--- src/common/adcsp_map.vh ---
// Constants of the converter serial data port.
// Assumes inclusion by bare name from the rtl files; definitions only.
`ifndef ADCSP_MAP_VH
`define ADCSP_MAP_VH

// ==========================================================
// Interface options, caught once after reset
`define ADCSP_MODE_SPI 2'h0
`define ADCSP_MODE_FSM 2'h1
`define ADCSP_MODE_FSS 2'h2

// ==========================================================
// SPI clocking: idle low, launch on rising, capture on falling
`define ADCSP_CPOL 1'h0
`define ADCSP_CPHA 1'h1

// ==========================================================
// Word and frame shape
`define ADCSP_WORD_BITS 24
`define ADCSP_FRAME_SCLKS 32
`define ADCSP_FS_HALF_SCLKS 16
`define ADCSP_FIFO_DEPTH 8

// ==========================================================
// Timing, in master clock periods except ADCSP_CLK_NS in ns; clk_sys is the master clock
`define ADCSP_CLK_NS 10
`define ADCSP_TOUT_LONG_TCLK 65536
`define ADCSP_TOUT_SHORT_TCLK 16384
`define ADCSP_TOUT_CYCLES(t) (t)
`define ADCSP_SCLK_HALF_CYCLES 2

// ==========================================================
// Input synchroniser bit positions
`define ADCSP_SY_CS 0
`define ADCSP_SY_SCLK 1
`define ADCSP_SY_FS 2
`define ADCSP_SY_CHAIN 3
`define ADCSP_SY_TOUT 4
`define ADCSP_SY_MODE 5
`define ADCSP_SY_BITS 7

`endif

--- src/rtl/adcsp_fifo.v ---
// Word FIFO between the conversion source and the serial shifter.
// Assumes one clock, asynchronous active-low reset; storage in flip-flops.
module adcsp_fifo #(
  parameter WIDTH = 24,
  parameter DEPTH = 8,
  parameter AW = 3
) (
  input wire clk_sys,
  input wire rst_n,
  input wire [WIDTH-1:0] inData,
  input wire inValid,
  output wire inReady,
  output wire [WIDTH-1:0] outData,
  output wire outValid,
  input wire outReady
);

  reg [WIDTH-1:0] mem_r [0:DEPTH-1];
  reg [AW-1:0] wrPtr_r;
  reg [AW-1:0] rdPtr_r;
  reg [AW:0] count_r;
  wire doWrite;
  wire doRead;

  assign inReady = (count_r != DEPTH[AW:0]);
  assign outValid = (count_r != {(AW+1){1'b0}});
  assign outData = mem_r[rdPtr_r];
  assign doWrite = inValid & inReady;
  assign doRead = outReady & outValid;

  // ==========================================================
  // Pointers and fill level
  always @(posedge clk_sys or negedge rst_n) begin
    if (!rst_n) begin
      wrPtr_r <= {AW{1'b0}};
      rdPtr_r <= {AW{1'b0}};
      count_r <= {(AW+1){1'b0}};
    end else begin
      if (doWrite)
        wrPtr_r <= (wrPtr_r == DEPTH[AW-1:0] - 1'b1) ? {AW{1'b0}} : wrPtr_r + 1'b1;
      if (doRead)
        rdPtr_r <= (rdPtr_r == DEPTH[AW-1:0] - 1'b1) ? {AW{1'b0}} : rdPtr_r + 1'b1;
      if (doWrite && !doRead)
        count_r <= count_r + 1'b1;
      else if (doRead && !doWrite)
        count_r <= count_r - 1'b1;
    end
  end

  // ==========================================================
  // Storage; no reset needed, reads are gated by outValid
  always @(posedge clk_sys) begin
    if (doWrite)
      mem_r[wrPtr_r] <= inData;
  end

endmodule

--- src/rtl/adcsp_port.v ---
// Serial data output port of a delta-sigma converter: SPI slave,
// frame-sync master and frame-sync slave, each with daisy-chain input.
// Assumes clk_sys is the converter master clock; all pins are asynchronous.
// Summary of operation
// - SPI uses polarity zero, phase one: clock idles low, host captures on falling.
// - SPI: data line driven only after chip select falls.
// - SPI: data line released to high impedance after chip select rises.
// - SPI: new bit launched after rising clock, held past next falling edge.
// - Master: frame sync period is one data period, half high, half low.
// - Master: serial clock is 32 times data rate, 50 percent duty.
// - Master: serial clock derived from master clock, falls after its rising edge.
// - Master: frame sync rises on the same master clock edge as a serial clock fall.
// - Master: most significant bit presented when frame sync rises.
// - Master: later bits shift after clock fall, valid past next rising edge.
// - Slave: chain input sampled on serial clock rising edges.
// - Slave: bits launch after clock fall, MSB after frame sync rises.
// - SPI: abort unfinished transfer after 2^16 or 2^14 master clocks.
// - SPI daisy chain: chain input sampled on serial clock falling edges.
`include "adcsp_map.vh"

module adcsp_port #(
  parameter WORD_BITS = `ADCSP_WORD_BITS,
  parameter FIFO_DEPTH = `ADCSP_FIFO_DEPTH,
  parameter SCLK_HALF = `ADCSP_SCLK_HALF_CYCLES,
  parameter TOUT_LONG = `ADCSP_TOUT_CYCLES(`ADCSP_TOUT_LONG_TCLK),
  parameter TOUT_SHORT = `ADCSP_TOUT_CYCLES(`ADCSP_TOUT_SHORT_TCLK)
) (
  input wire clk_sys,
  input wire rst_n,
  input wire [1:0] modeCfg,
  input wire timeoutSelect,
  input wire csN,
  input wire sclkIn,
  input wire frameSyncIn,
  input wire chainIn,
  input wire [WORD_BITS-1:0] wordData,
  input wire wordValid,
  output wire wordReady,
  output wire doutO,
  output wire doutOe,
  output wire sclkO,
  output wire sclkOe,
  output wire frameSyncO,
  output wire frameSyncOe,
  output wire [1:0] modeActive,
  output wire xferActive,
  output wire timeoutFlag,
  output wire underrunFlag
);

  localparam ST_IDLE = 2'h0;
  localparam ST_SHIFT = 2'h1;
  localparam ST_ABORT = 2'h2;

  reg [`ADCSP_SY_BITS-1:0] syncA_r;
  reg [`ADCSP_SY_BITS-1:0] syncB_r;
  reg sclkPrev_r;
  reg csPrev_r;
  reg fsPrev_r;
  reg [1:0] startCnt_r;
  reg [1:0] mode_r;
  reg modeValid_r;

  reg [15:0] halfCnt_r;
  reg sclkGen_r;
  reg [4:0] bitCnt_r;
  reg fsGen_r;

  reg [1:0] state_r;
  reg [1:0] state_nxt;
  reg [WORD_BITS-1:0] shift_r;
  reg chainBit_r;
  reg oe_r;
  reg firstEdge_r;
  reg [16:0] toutCnt_r;
  reg timeout_r;
  reg underrun_r;

  reg loadEv;
  reg shiftEv;
  reg sampleEv;
  reg endEv;

  wire csS;
  wire sclkS;
  wire fsS;
  wire chainS;
  wire sclkRise;
  wire sclkFall;
  wire csFall;
  wire csRise;
  wire fsRise;
  wire halfDone;
  wire genFall;
  wire genRise;
  wire [16:0] toutLimit;
  wire toutHit;
  wire fifoValid;
  wire [WORD_BITS-1:0] fifoData;
  wire popReq;

  // ==========================================================
  // Pin synchronisers, two flops per bit
  wire [`ADCSP_SY_BITS-1:0] pinVec;
  assign pinVec = {modeCfg, timeoutSelect, chainIn, frameSyncIn, sclkIn, csN};

  genvar gi;
  generate
    for (gi = 0; gi < `ADCSP_SY_BITS; gi = gi + 1) begin : gSync
      always @(posedge clk_sys or negedge rst_n) begin
        if (!rst_n) begin
          syncA_r[gi] <= (gi == `ADCSP_SY_CS) ? 1'b1 : 1'b0;
          syncB_r[gi] <= (gi == `ADCSP_SY_CS) ? 1'b1 : 1'b0;
        end else begin
          syncA_r[gi] <= pinVec[gi];
          syncB_r[gi] <= syncA_r[gi];
        end
      end
    end
  endgenerate

  assign csS = syncB_r[`ADCSP_SY_CS];
  assign sclkS = syncB_r[`ADCSP_SY_SCLK];
  assign fsS = syncB_r[`ADCSP_SY_FS];
  assign chainS = syncB_r[`ADCSP_SY_CHAIN];

  always @(posedge clk_sys or negedge rst_n) begin
    if (!rst_n) begin
      sclkPrev_r <= `ADCSP_CPOL;
      csPrev_r <= 1'b1;
      fsPrev_r <= 1'b0;
    end else begin
      sclkPrev_r <= sclkS;
      csPrev_r <= csS;
      fsPrev_r <= fsS;
    end
  end

  assign sclkRise = sclkS & ~sclkPrev_r;
  assign sclkFall = ~sclkS & sclkPrev_r;
  assign csFall = ~csS & csPrev_r;
  assign csRise = csS & ~csPrev_r;
  assign fsRise = fsS & ~fsPrev_r;

  // ==========================================================
  // Option strap, caught once the synchronisers have filled
  always @(posedge clk_sys or negedge rst_n) begin
    if (!rst_n) begin
      startCnt_r <= 2'h0;
      mode_r <= `ADCSP_MODE_SPI;
      modeValid_r <= 1'b0;
    end else if (!modeValid_r) begin
      startCnt_r <= startCnt_r + 2'h1;
      if (startCnt_r == 2'h3) begin
        mode_r <= syncB_r[`ADCSP_SY_MODE+1:`ADCSP_SY_MODE];
        modeValid_r <= 1'b1;
      end
    end
  end

  // ==========================================================
  // Master clock divider: serial clock and frame sync generation
  // Every edge of the serial clock is a clk_sys flop output, so each
  // falling edge follows a master clock rising edge.
  assign halfDone = (halfCnt_r == SCLK_HALF[15:0] - 16'h1);
  assign genFall = halfDone & sclkGen_r;
  assign genRise = halfDone & ~sclkGen_r;

  always @(posedge clk_sys or negedge rst_n) begin
    if (!rst_n) begin
      halfCnt_r <= 16'h0;
      sclkGen_r <= 1'b0;
      bitCnt_r <= 5'h1f;
      fsGen_r <= 1'b0;
    end else if (modeValid_r && mode_r == `ADCSP_MODE_FSM) begin
      halfCnt_r <= halfDone ? 16'h0 : halfCnt_r + 16'h1;
      if (halfDone)
        sclkGen_r <= ~sclkGen_r;
      if (genFall) begin
        bitCnt_r <= bitCnt_r + 5'h1;
        if (bitCnt_r == `ADCSP_FRAME_SCLKS - 1)
          fsGen_r <= 1'b1;
        else if (bitCnt_r == `ADCSP_FS_HALF_SCLKS - 1)
          fsGen_r <= 1'b0;
      end
    end
  end

  // ==========================================================
  // Per-option event selection
  always @* begin
    loadEv = 1'b0;
    shiftEv = 1'b0;
    sampleEv = 1'b0;
    endEv = 1'b0;
    if (modeValid_r) begin
      case (mode_r)
        `ADCSP_MODE_SPI: begin
          loadEv = csFall;
          shiftEv = sclkRise & ~firstEdge_r & ~csS;
          sampleEv = sclkFall & ~csS;
          endEv = csRise | toutHit;
        end
        `ADCSP_MODE_FSM: begin
          loadEv = genFall & (bitCnt_r == `ADCSP_FRAME_SCLKS - 1);
          shiftEv = genFall & ~loadEv;
          sampleEv = genRise;
        end
        `ADCSP_MODE_FSS: begin
          loadEv = fsRise;
          shiftEv = sclkFall & ~fsRise;
          sampleEv = sclkRise;
        end
        default: begin
          loadEv = 1'b0;
        end
      endcase
    end
  end

  // ==========================================================
  // Transfer state and shifter
  always @* begin
    state_nxt = state_r;
    case (state_r)
      ST_IDLE: begin
        if (loadEv)
          state_nxt = ST_SHIFT;
      end
      ST_SHIFT: begin
        if (toutHit)
          state_nxt = ST_ABORT;
        else if (endEv)
          state_nxt = ST_IDLE;
      end
      ST_ABORT: begin
        if (csRise)
          state_nxt = ST_IDLE;
      end
      default: begin
        state_nxt = ST_IDLE;
      end
    endcase
  end

  // A frame start with an empty FIFO sends zeros rather than stale bits.
  assign popReq = loadEv & fifoValid & (state_r != ST_ABORT);

  always @(posedge clk_sys or negedge rst_n) begin
    if (!rst_n) begin
      state_r <= ST_IDLE;
      shift_r <= {WORD_BITS{1'b0}};
      chainBit_r <= 1'b0;
      oe_r <= 1'b0;
      firstEdge_r <= 1'b0;
      underrun_r <= 1'b0;
    end else begin
      state_r <= state_nxt;
      underrun_r <= 1'b0;
      if (sampleEv)
        chainBit_r <= chainS;
      if (loadEv && state_r != ST_ABORT) begin
        shift_r <= fifoValid ? fifoData : {WORD_BITS{1'b0}};
        underrun_r <= ~fifoValid;
        oe_r <= 1'b1;
        firstEdge_r <= 1'b1;
      end else if (state_r == ST_SHIFT && shiftEv) begin
        shift_r <= {shift_r[WORD_BITS-2:0], chainBit_r};
      end
      if (sclkRise && !csS && mode_r == `ADCSP_MODE_SPI)
        firstEdge_r <= 1'b0;
      if (mode_r == `ADCSP_MODE_SPI && (csRise || toutHit))
        oe_r <= 1'b0;
    end
  end

  // ==========================================================
  // SPI timeout from chip select fall
  // Counted in clk_sys cycles, which are the master clock periods.
  assign toutLimit = syncB_r[`ADCSP_SY_TOUT] ? TOUT_SHORT[16:0] : TOUT_LONG[16:0];
  assign toutHit = (state_r == ST_SHIFT) && (mode_r == `ADCSP_MODE_SPI) &&
                   (toutCnt_r == toutLimit - 17'h1);

  always @(posedge clk_sys or negedge rst_n) begin
    if (!rst_n) begin
      toutCnt_r <= 17'h0;
      timeout_r <= 1'b0;
    end else begin
      timeout_r <= toutHit;
      if (state_r == ST_SHIFT && mode_r == `ADCSP_MODE_SPI)
        toutCnt_r <= toutCnt_r + 17'h1;
      else
        toutCnt_r <= 17'h0;
    end
  end

  // ==========================================================
  // Word buffer between the converter and the shifter
  adcsp_fifo #(
    .WIDTH(WORD_BITS),
    .DEPTH(FIFO_DEPTH),
    .AW($clog2(FIFO_DEPTH))
  ) i_adcsp_fifo (
    .clk_sys(clk_sys),
    .rst_n(rst_n),
    .inData(wordData),
    .inValid(wordValid),
    .inReady(wordReady),
    .outData(fifoData),
    .outValid(fifoValid),
    .outReady(popReq)
  );

  // ==========================================================
  // Outputs
  assign doutO = oe_r & shift_r[WORD_BITS-1];
  assign doutOe = oe_r;
  assign sclkO = sclkGen_r;
  assign sclkOe = modeValid_r & (mode_r == `ADCSP_MODE_FSM);
  assign frameSyncO = fsGen_r;
  assign frameSyncOe = modeValid_r & (mode_r == `ADCSP_MODE_FSM);
  assign modeActive = mode_r;
  assign xferActive = (state_r == ST_SHIFT);
  assign timeoutFlag = timeout_r;
  assign underrunFlag = underrun_r;

endmodule

--- config.mk ---
export PLATFORM = sky130hd
export DESIGN_NAME = adcsp_port
export DESIGN_NICKNAME = d
export VERILOG_FILES = /design/src/rtl/adcsp_fifo.v /design/src/rtl/adcsp_port.v
export VERILOG_INCLUDE_DIRS = /design/src /design/src/common
export SDC_FILE = /design/constraint.sdc
export NUM_CORES = 1
export LEC_CHECK = 0
export BUFFER_PORTS_ARGS = -buffer_cell sky130_fd_sc_hd__buf_2
export CAP_MARGIN = 20
export CORE_MARGIN = 4
export CORE_UTILIZATION = 45
export CTS_BUF_LIST = sky130_fd_sc_hd__clkbuf_16
export CTS_CLUSTER_DIAMETER = 120
export DETAILED_ROUTE_END_ITERATION = 8
export PLACE_DENSITY = 0.69
export SYNTH_ARGS = -nofsm -noshare
export SYNTH_HDL_FRONTEND = slang
export SYNTH_SLANG_ARGS = --single-unit
export TNS_END_PERCENT = 1
--- constraint.sdc ---
create_clock -name clk_sys -period 4.01 [get_ports clk_sys]
set_input_delay 0.401 -clock clk_sys [delete_from_list [all_inputs] [get_ports clk_sys]]
set_output_delay 0.401 -clock clk_sys [all_outputs]
set_load 0.02 [all_outputs]
### Yosys cells after proc, flatten, opt, wreduce, memory -nomap -nowiden

Memories as Yosys holds them, arrays and structs flattened.
Cells that the tools add are included.

| operators by class | value |
|---|---|
| add/subtract/negate cells | 9 |
| equality and inequality tests | 16 |
| multiplexer cells | 33 |
| bitwise logic cells | 31 |
| reduce and logical (&&, ||, !) cells | 27 |

Operators by type and width:

| kind | number |
|---|---|
| $mux 24 | 3 |
| $mux 17 | 2 |
| $and 1x1->1 | 19 |
| $add 17x1->17 const B | 1 |
| $eq 17x17->1 | 1 |
| $sub 17x1->17 const B | 1 |
| $add 16x1->16 const B | 1 |
| $eq 16x1->1 const B | 1 |
| $mux 16 | 1 |
| $mux 1 | 15 |
| $not 1->1 | 11 |
| $logic_and 1x1->1 | 10 |
| $reduce_bool 2->1 | 5 |
| $pmux 1 s3 | 3 |
| $mux 2 | 4 |
| $mux 4 | 2 |
| $add 3x1->3 const B | 2 |
| $eq 2x2->1 const B | 3 |
| $eq 3x3->1 const B | 2 |
| $mux 3 | 2 |
| $ne 2x2->1 const B | 3 |
| $pmux 2 s3 | 1 |
| $reduce_and 2->1 | 3 |
| $reduce_and 3->1 | 2 |
| 14 further kinds | 18 |

| word-level totals | value |
|---|---|
| register bits | 103 |
| bits in writable memories | 192 |
| bits of input ports | 34 |
| output and inout port bits | 12 |
| logic and storage cells | 152 |
| memories | 1 |

Memories:

| name | words | width | read ports | clocked after Yosys merged registers in | wr ports | line | source |
|---|---|---|---|---|---|---|---|
| i_adcsp_fifo.mem_r | 8 | 24 | 1 | 0 | 1 | adcsp_fifo.v:18 | `reg [WIDTH-1:0] mem_r [0:DEPTH-1];` |

### Logic depth before layout (Yosys ltp)

| logic depth | value |
|---|---|
| depth after elaboration | 11 |
| mapped depth | 15 |
| mapped depth without buffers | 15 |

### Cells and area by module

Synthesis repeated with hierarchy kept, for this count alone.

| unflattened totals | value |
|---|---|
| cells, all modules | 699 |
| area, all modules | 12390.6 µm² |

Modules (own cells, without submodules):

| module | times used | cells an instance | area each (µm²) | seq. area each (µm²) |
|---|---|---|---|---|
| adcsp_fifo | 1 | 342 | 8061.5 | 6015.8 |
| adcsp_port | 1 | 357 | 4329.2 | 2337.2 |

### Least setup slack after synthesis

Ideal clock, no wire load.

| timing path | value |
|---|---|
| path kind | flip-flop to flip-flop |
| from | register i_adcsp_fifo.count_r[0] |
| to | memory i_adcsp_fifo.mem_r[0][0], enable pin |
| setup time | 0.466 ns |
| arrival | 3.194 ns |
| data required time | 3.544 ns |
| setup slack | 0.351 ns |
| cell stages (with the launch flop) | 5 |
| path buffers | 0 |
| clock period less this slack | 3.659 ns |
| path through | dfrtp_1 > nor3_1 > nand2_1 > nand2_1 > nor4_1 |

| on the way | value |
|---|---|
| cells in the longest elaborated chain, start to end | 4 |

Ends and longest elaborated chain:

| what | line | source |
|---|---|---|
| start: declaration | adcsp_fifo.v:21 | `reg [AW:0] count_r;` |
| start signal: assignment | adcsp_fifo.v:37 | `count_r <= {(AW+1){1'b0}};` |
| start signal: assignment | adcsp_fifo.v:44 | `count_r <= count_r + 1'b1;` |
| start signal: assignment | adcsp_fifo.v:46 | `count_r <= count_r - 1'b1;` |
| $ne 4x4->1 | adcsp_fifo.v:25 | `assign inReady = (count_r != DEPTH[AW:0]);` |
| via wordReady | adcsp_port.v:38 | `output wire wordReady,` |
| $and 1x1->1 | adcsp_fifo.v:28 | `assign doWrite = inValid & inReady;` |
| $mux 1 | adcsp_fifo.v:53 | `if (doWrite)` |
| $mux 1 (implied by the code) | adcsp_fifo.v:54 | `mem_r[wrPtr_r] <= inData;` |
| end: declaration | adcsp_fifo.v:18 |  |

The timed path passes the listed nets, and every way through them passes these cells.

### Worst setup path after layout

| timing path | value |
|---|---|
| from | register mode_r[1], in the netlist modeActive[1] |
| to | register i_adcsp_fifo.count_r[3] |

| on the way | value |
|---|---|
| cells in the longest elaborated chain, start to end | 9 |

Ends and longest elaborated chain:

| what | line | source |
|---|---|---|
| start: declaration | adcsp_port.v:61 | `reg [1:0] mode_r;` |
| start signal: assignment | adcsp_port.v:150 | `` mode_r <= `ADCSP_MODE_SPI; `` |
| start signal: assignment | adcsp_port.v:155 | `` mode_r <= syncB_r[`ADCSP_SY_MODE+1:`ADCSP_SY_MODE]; `` |
| $eq 2x2->1, or another cell as far along | adcsp_port.v:197 | `case (mode_r)` |
| $pmux 1 s3 * | adcsp_port.v:197 |  |
| $mux 1 * | adcsp_port.v:196 | `if (modeValid_r) begin` |
| $and 1x1->1 * (2 in series) | adcsp_port.v:247 | `assign popReq = loadEv & fifoValid & (state_r != ST_ABORT);` |
| $and 1x1->1 * | adcsp_fifo.v:29 | `assign doRead = outReady & outValid;` |
| $logic_not 1->1 | adcsp_fifo.v:43 | `if (doWrite && !doRead)` |
| $logic_and 1x1->1 | adcsp_fifo.v:43 |  |
| $mux 4 / $reduce_bool 2->1 (equally long branches) | - |  |

Every way passes the cells marked *; elsewhere a longest branch is shown, timed or not.
A chain may end at the register's enable or synchronous reset.

==> summary by stage <==
Final layout
After routing the design area is 13700 µm². Of the cells placed in the final design, the portion with a size suffix greater than 1 is 0.227. After the last flow step, the layout net total stands at 850. The layout filler cell count is 2177.

At the end of the flow the core is filled with cells to 0.524. Compared with the post-synthesis result, the final layout area differs by 14.6%.

Logic synthesis
Summed over all instances, the cell type with the most area after synthesis is sky130_fd_sc_hd__edfxtp_1. For this run, the register share of the synthesized area comes to 0.699. The library cell with the highest instance count after synthesis is sky130_fd_sc_hd__edfxtp_1. The number of standard cells after synthesis is 728. The average cell area after synthesis is 16.4 µm². The portion of synthesized area spent on multiplexers is 0.141. The synthesized design contains 295 register bits. The adder-cell share of the synthesized area is 0.0163. The number of nets in the synthesized netlist is 777.

The top-area cell type share of the netlist area is 0.482. Sorting the synthesized cells by how often they occur yields sky130_fd_sc_hd__edfxtp_1 (192), sky130_fd_sc_hd__dfrtp_1 (95), sky130_fd_sc_hd__nor2_1 (56). The simple-gate share of the synthesized area is 0.0783. The number of enable flip-flop cells after synthesis is 192. Of all flip-flops after synthesis, the portion carrying an async set or reset was 0.349. In the post-synthesis netlist, the biggest area contributors are sky130_fd_sc_hd__edfxtp_1 (48%), sky130_fd_sc_hd__dfrtp_1 (20%), sky130_fd_sc_hd__mux4_2 (9.0%).

The combinational family with the most area after synthesis is multiplexers. The area share of xor/xnor cells in the synthesized design is 0.0256. Among all flip-flop cells after synthesis, the most frequent one is sky130_fd_sc_hd__edfxtp_1.

Counting distinct cell types in the post-synthesis netlist gives 56. For this run, the number of Yosys warnings is 0. The area fraction in compound gates after synthesis is 0.0249. Summing every instance area after synthesis gives 12000 µm².

Pwr
IR analysis of the VDD net gives a maximum drop of 455 µV. The net switching power is 2.52 mW. Of the total power, registers draw 0.474. Internal power comes to 6.33 mW. Of the total power, the share spent switching nets is 0.285. Summed over all cells, the static leakage comes to 5.06 nW. The areal power density over the cells is 646 nW/µm². The share of total power dissipated in combinational logic is 0.225. Of the total power, the clock network draws 0.301.

Global route
Entering global routing, the biggest net connects 72 pins. For this run, global-route usage on met1 was measured as 0.201. The global-route met2 utilization is 0.254. The initial antenna violation count is 1. The met3 track demand over resource in global routing is 0.0275. The total overflow reported by the global router is 0. The number of global-route vias before repair is 6377. The first global-routing pass estimated 34700 µm of wire. The global router's overall resource usage is 0.150. The layer with the highest usage is met2.

Critical path
Of all nets on the critical path, the largest fanout is 14. The start-to-end type of the worst setup path is flop to flop. The critical path goes through or3b_1 > a2111o_1 > o21ai_4 > and2b_1 > inv_1 > ha_1 > inv_1 > ha_1 > a21o_1 > a21oi_1 > xnor2_1 > nor2_1 > xor2_1. The worst setup path is launched from a flop. The biggest cell delay along the critical path is 0.51 ns. For this design, the slowest cell found on the critical path is sky130_fd_sc_hd__dfrtp_1. The kind of capture point of the worst setup path is a flop. The required time of the worst setup path is 4.42 ns. The signal arrival time at the worst endpoint is 3.57 ns. The worst reg2reg path depth is 13.

Timing
The transition at the pin with the smallest max-transition slack is 1.11 ns. The worst pin sits at a relative slew slack of 0.263. Setup violations remaining at the end of the flow were counted as 0.

The total count of hold-check failures in the final report was 0. The final critical-path share of the clock period is 0.787. The max-slew violation count is 0. The routed design could run at a clock period as short as 3.16 ns.

The worst setup skew after layout is 0.0460 ns. The upper clock frequency limit is 0.317 GHz. Setup repair after global routing left no endpoint under its margin. The total negative setup slack is 0 ns.

Detailed routing
Using the TritonRoute via totals, the vias-per-cell ratio works out to 5.35. The routed wirelength normalized by instance count is 18.4 µm. The number of iterations in the first detailed-routing pass is 4. The first-iteration detailed-routing DRC count is 283.

The detailed-route wire length is 21400 µm. The count of nets left with antenna violations once routing finished came out at 0. The final route contains 6214 vias. For this run, design rule violations remaining after detail routing come to 0.

Place
Routability-driven placement finished with a final weighted congestion of 0.778. The number of port buffers is 45. Summed over all nets, the half-perimeter wirelength after detailed placement is 12500 µm.

In this run the cell area measured after placement is 12600 µm².

Floorplanning
The die covers 29200 µm². Measured along the y axis, the die boundary spans 171 µm. The number of rows in the core area is 59.

The initial utilization of the core area, before any placement, comes to 0.457. The floorplan step defined a core boundary enclosing 26100 µm². The die is 171 µm wide.

The number of top-level design ports is 46.

Job
The max-capacitance violation count is 0.

Clock network
The clock transition at the registers of the reported paths is 0.06 ns. The maximum clock path buffer count is 3. In this run, post-CTS repair resized a total of 0 instances. The root buffer selected by CTS is sky130_fd_sc_hd__clkbuf_16. The number of clock sinks is 295. The number of clock buffers added by TritonCTS is 30.

The H-tree level count is 1. The TritonCTS clock tree is built. The clock latency reported for the late side of the worst-skew pair is 0.57 ns.

Status
The run finished with clean final reports.

Worst hold path
The worst hold path belongs to the class input port to flop. The worst hold path stage count is 1.
-- worst max-delay path, delay by kind of cell, from the launching register on --
family,cells,cell delay (ns)
fa+ha+maj,2,0.46
simple gates,3,0.74
compound gates,4,0.87
xor+xnor,2,0.27
buf+inv,2,0.18
flops,1,0.51
-- worst paths after layout --
kind                                           start                                   to  slack [ns]
hold / removal                           wordData[5]   i_adcsp_fifo.mem_r[5][5]$_DFFE_PP_        0.09
hold reg to reg                 syncA_r[2]$_DFF_PN0_                        fsS$_DFF_PN0_        0.36
setup / recovery           modeActive[1]$_DFFE_PN0P_  i_adcsp_fifo.count_r[3]$_DFFE_PN0P_        0.85
setup reg to reg           modeActive[1]$_DFFE_PN0P_  i_adcsp_fifo.count_r[3]$_DFFE_PN0P_        0.85
max in group asynchronous                      rst_n  i_adcsp_fifo.rdPtr_r[0]$_DFFE_PN0P_        2.77
min in group asynchronous                      rst_n              shift_r[12]$_DFFE_PN0P_        0.41
-- routing by layer --
metal	part of all wire	wire length [µm]
met2	0.49	10600
met1	0.44	9360
met3	0.042	889
met4	0.026	552
met5	0	0
-- stage by stage --
step	instances	hold WS [ns]	power, mW	setup slack, ns
after floorplan	728	0.105	5.64	0.351
after global placement	1096	0.336	6.25	0.919
after detailed placement	1096	0.338	6.30	0.849
after CTS	1160	0.0627	8.99	0.846
after global routing	1161	0.0741	9.37	0.680
final	1161	0.0940	8.86	0.853
-- final cells by class --
| cell class | count | area (µm²) | area share |
|---|---|---|---|
| well taps | 335 | 419 | 0.0306 |
| clock inverters | 26 | 219 | 0.0160 |
| diodes | 1 | 2.50 | 0.000183 |
| flip-flops and latches | 295 | 8360 | 0.610 |
| repair buffers | 70 | 448 | 0.0327 |
| multi-input cells | 395 | 3470 | 0.253 |
| clock buffers | 30 | 751 | 0.0548 |
| inverters | 9 | 33.8 | 0.00247 |
-- registers in the layout (all words and copies together), names as in the netlist, 3 cells and up --
signal and flops:
halfCnt_r 16, bitCnt_r 5, i_adcsp_fifo.mem_r 192, i_adcsp_fifo.wrPtr_r 3, i_adcsp_fifo.rdPtr_r 3, i_adcsp_fifo.count_r 4, shift_r 24, toutCnt_r 17
syncB_r 3, syncA_r 7
-- cells in the final DEF (no fill, tap or decap), types with 19 or more instances in the layout --
master,instances
sky130_fd_sc_hd__edfxtp_1,192
sky130_fd_sc_hd__dfrtp_1,92
sky130_fd_sc_hd__nand2_1,55
sky130_fd_sc_hd__nor2_1,53
sky130_fd_sc_hd__mux2i_1,48
sky130_fd_sc_hd__mux4_2,48
sky130_fd_sc_hd__buf_2,44
sky130_fd_sc_hd__clkbuf_16,30
sky130_fd_sc_hd__o21ai_1,22
sky130_fd_sc_hd__inv_1,19
-- power groups by stage --
stage | logic (mW) | registers (mW) | clock network, mW
after floorplan | 1.60 | 4.04 | 0
after global placement | 2.00 | 4.25 | 0
after detailed placement | 2.03 | 4.27 | 0
after CTS | 2.04 | 4.22 | 2.74
after global routing | 2.20 | 4.28 | 2.88
final | 1.99 | 4.20 | 2.66
-- cells by family after synthesis --
logic type | after synthesis
and+or+nand+nor | 188
buffers and inverters | 38
xor gates and xnor gates | 35
AOI/OAI and AO/OA | 50
DFF | 295
muxes | 107
adders and majority gates | 15
-- repair_timing --
action                                  in CTS  in global routing
endpoints found under the setup margin       0                  0
endpoints found under the hold margin       39                  0
hold buffers                                 8                  0
buffers inserted                             0                  0
Power figures use the tool's default switching activity.
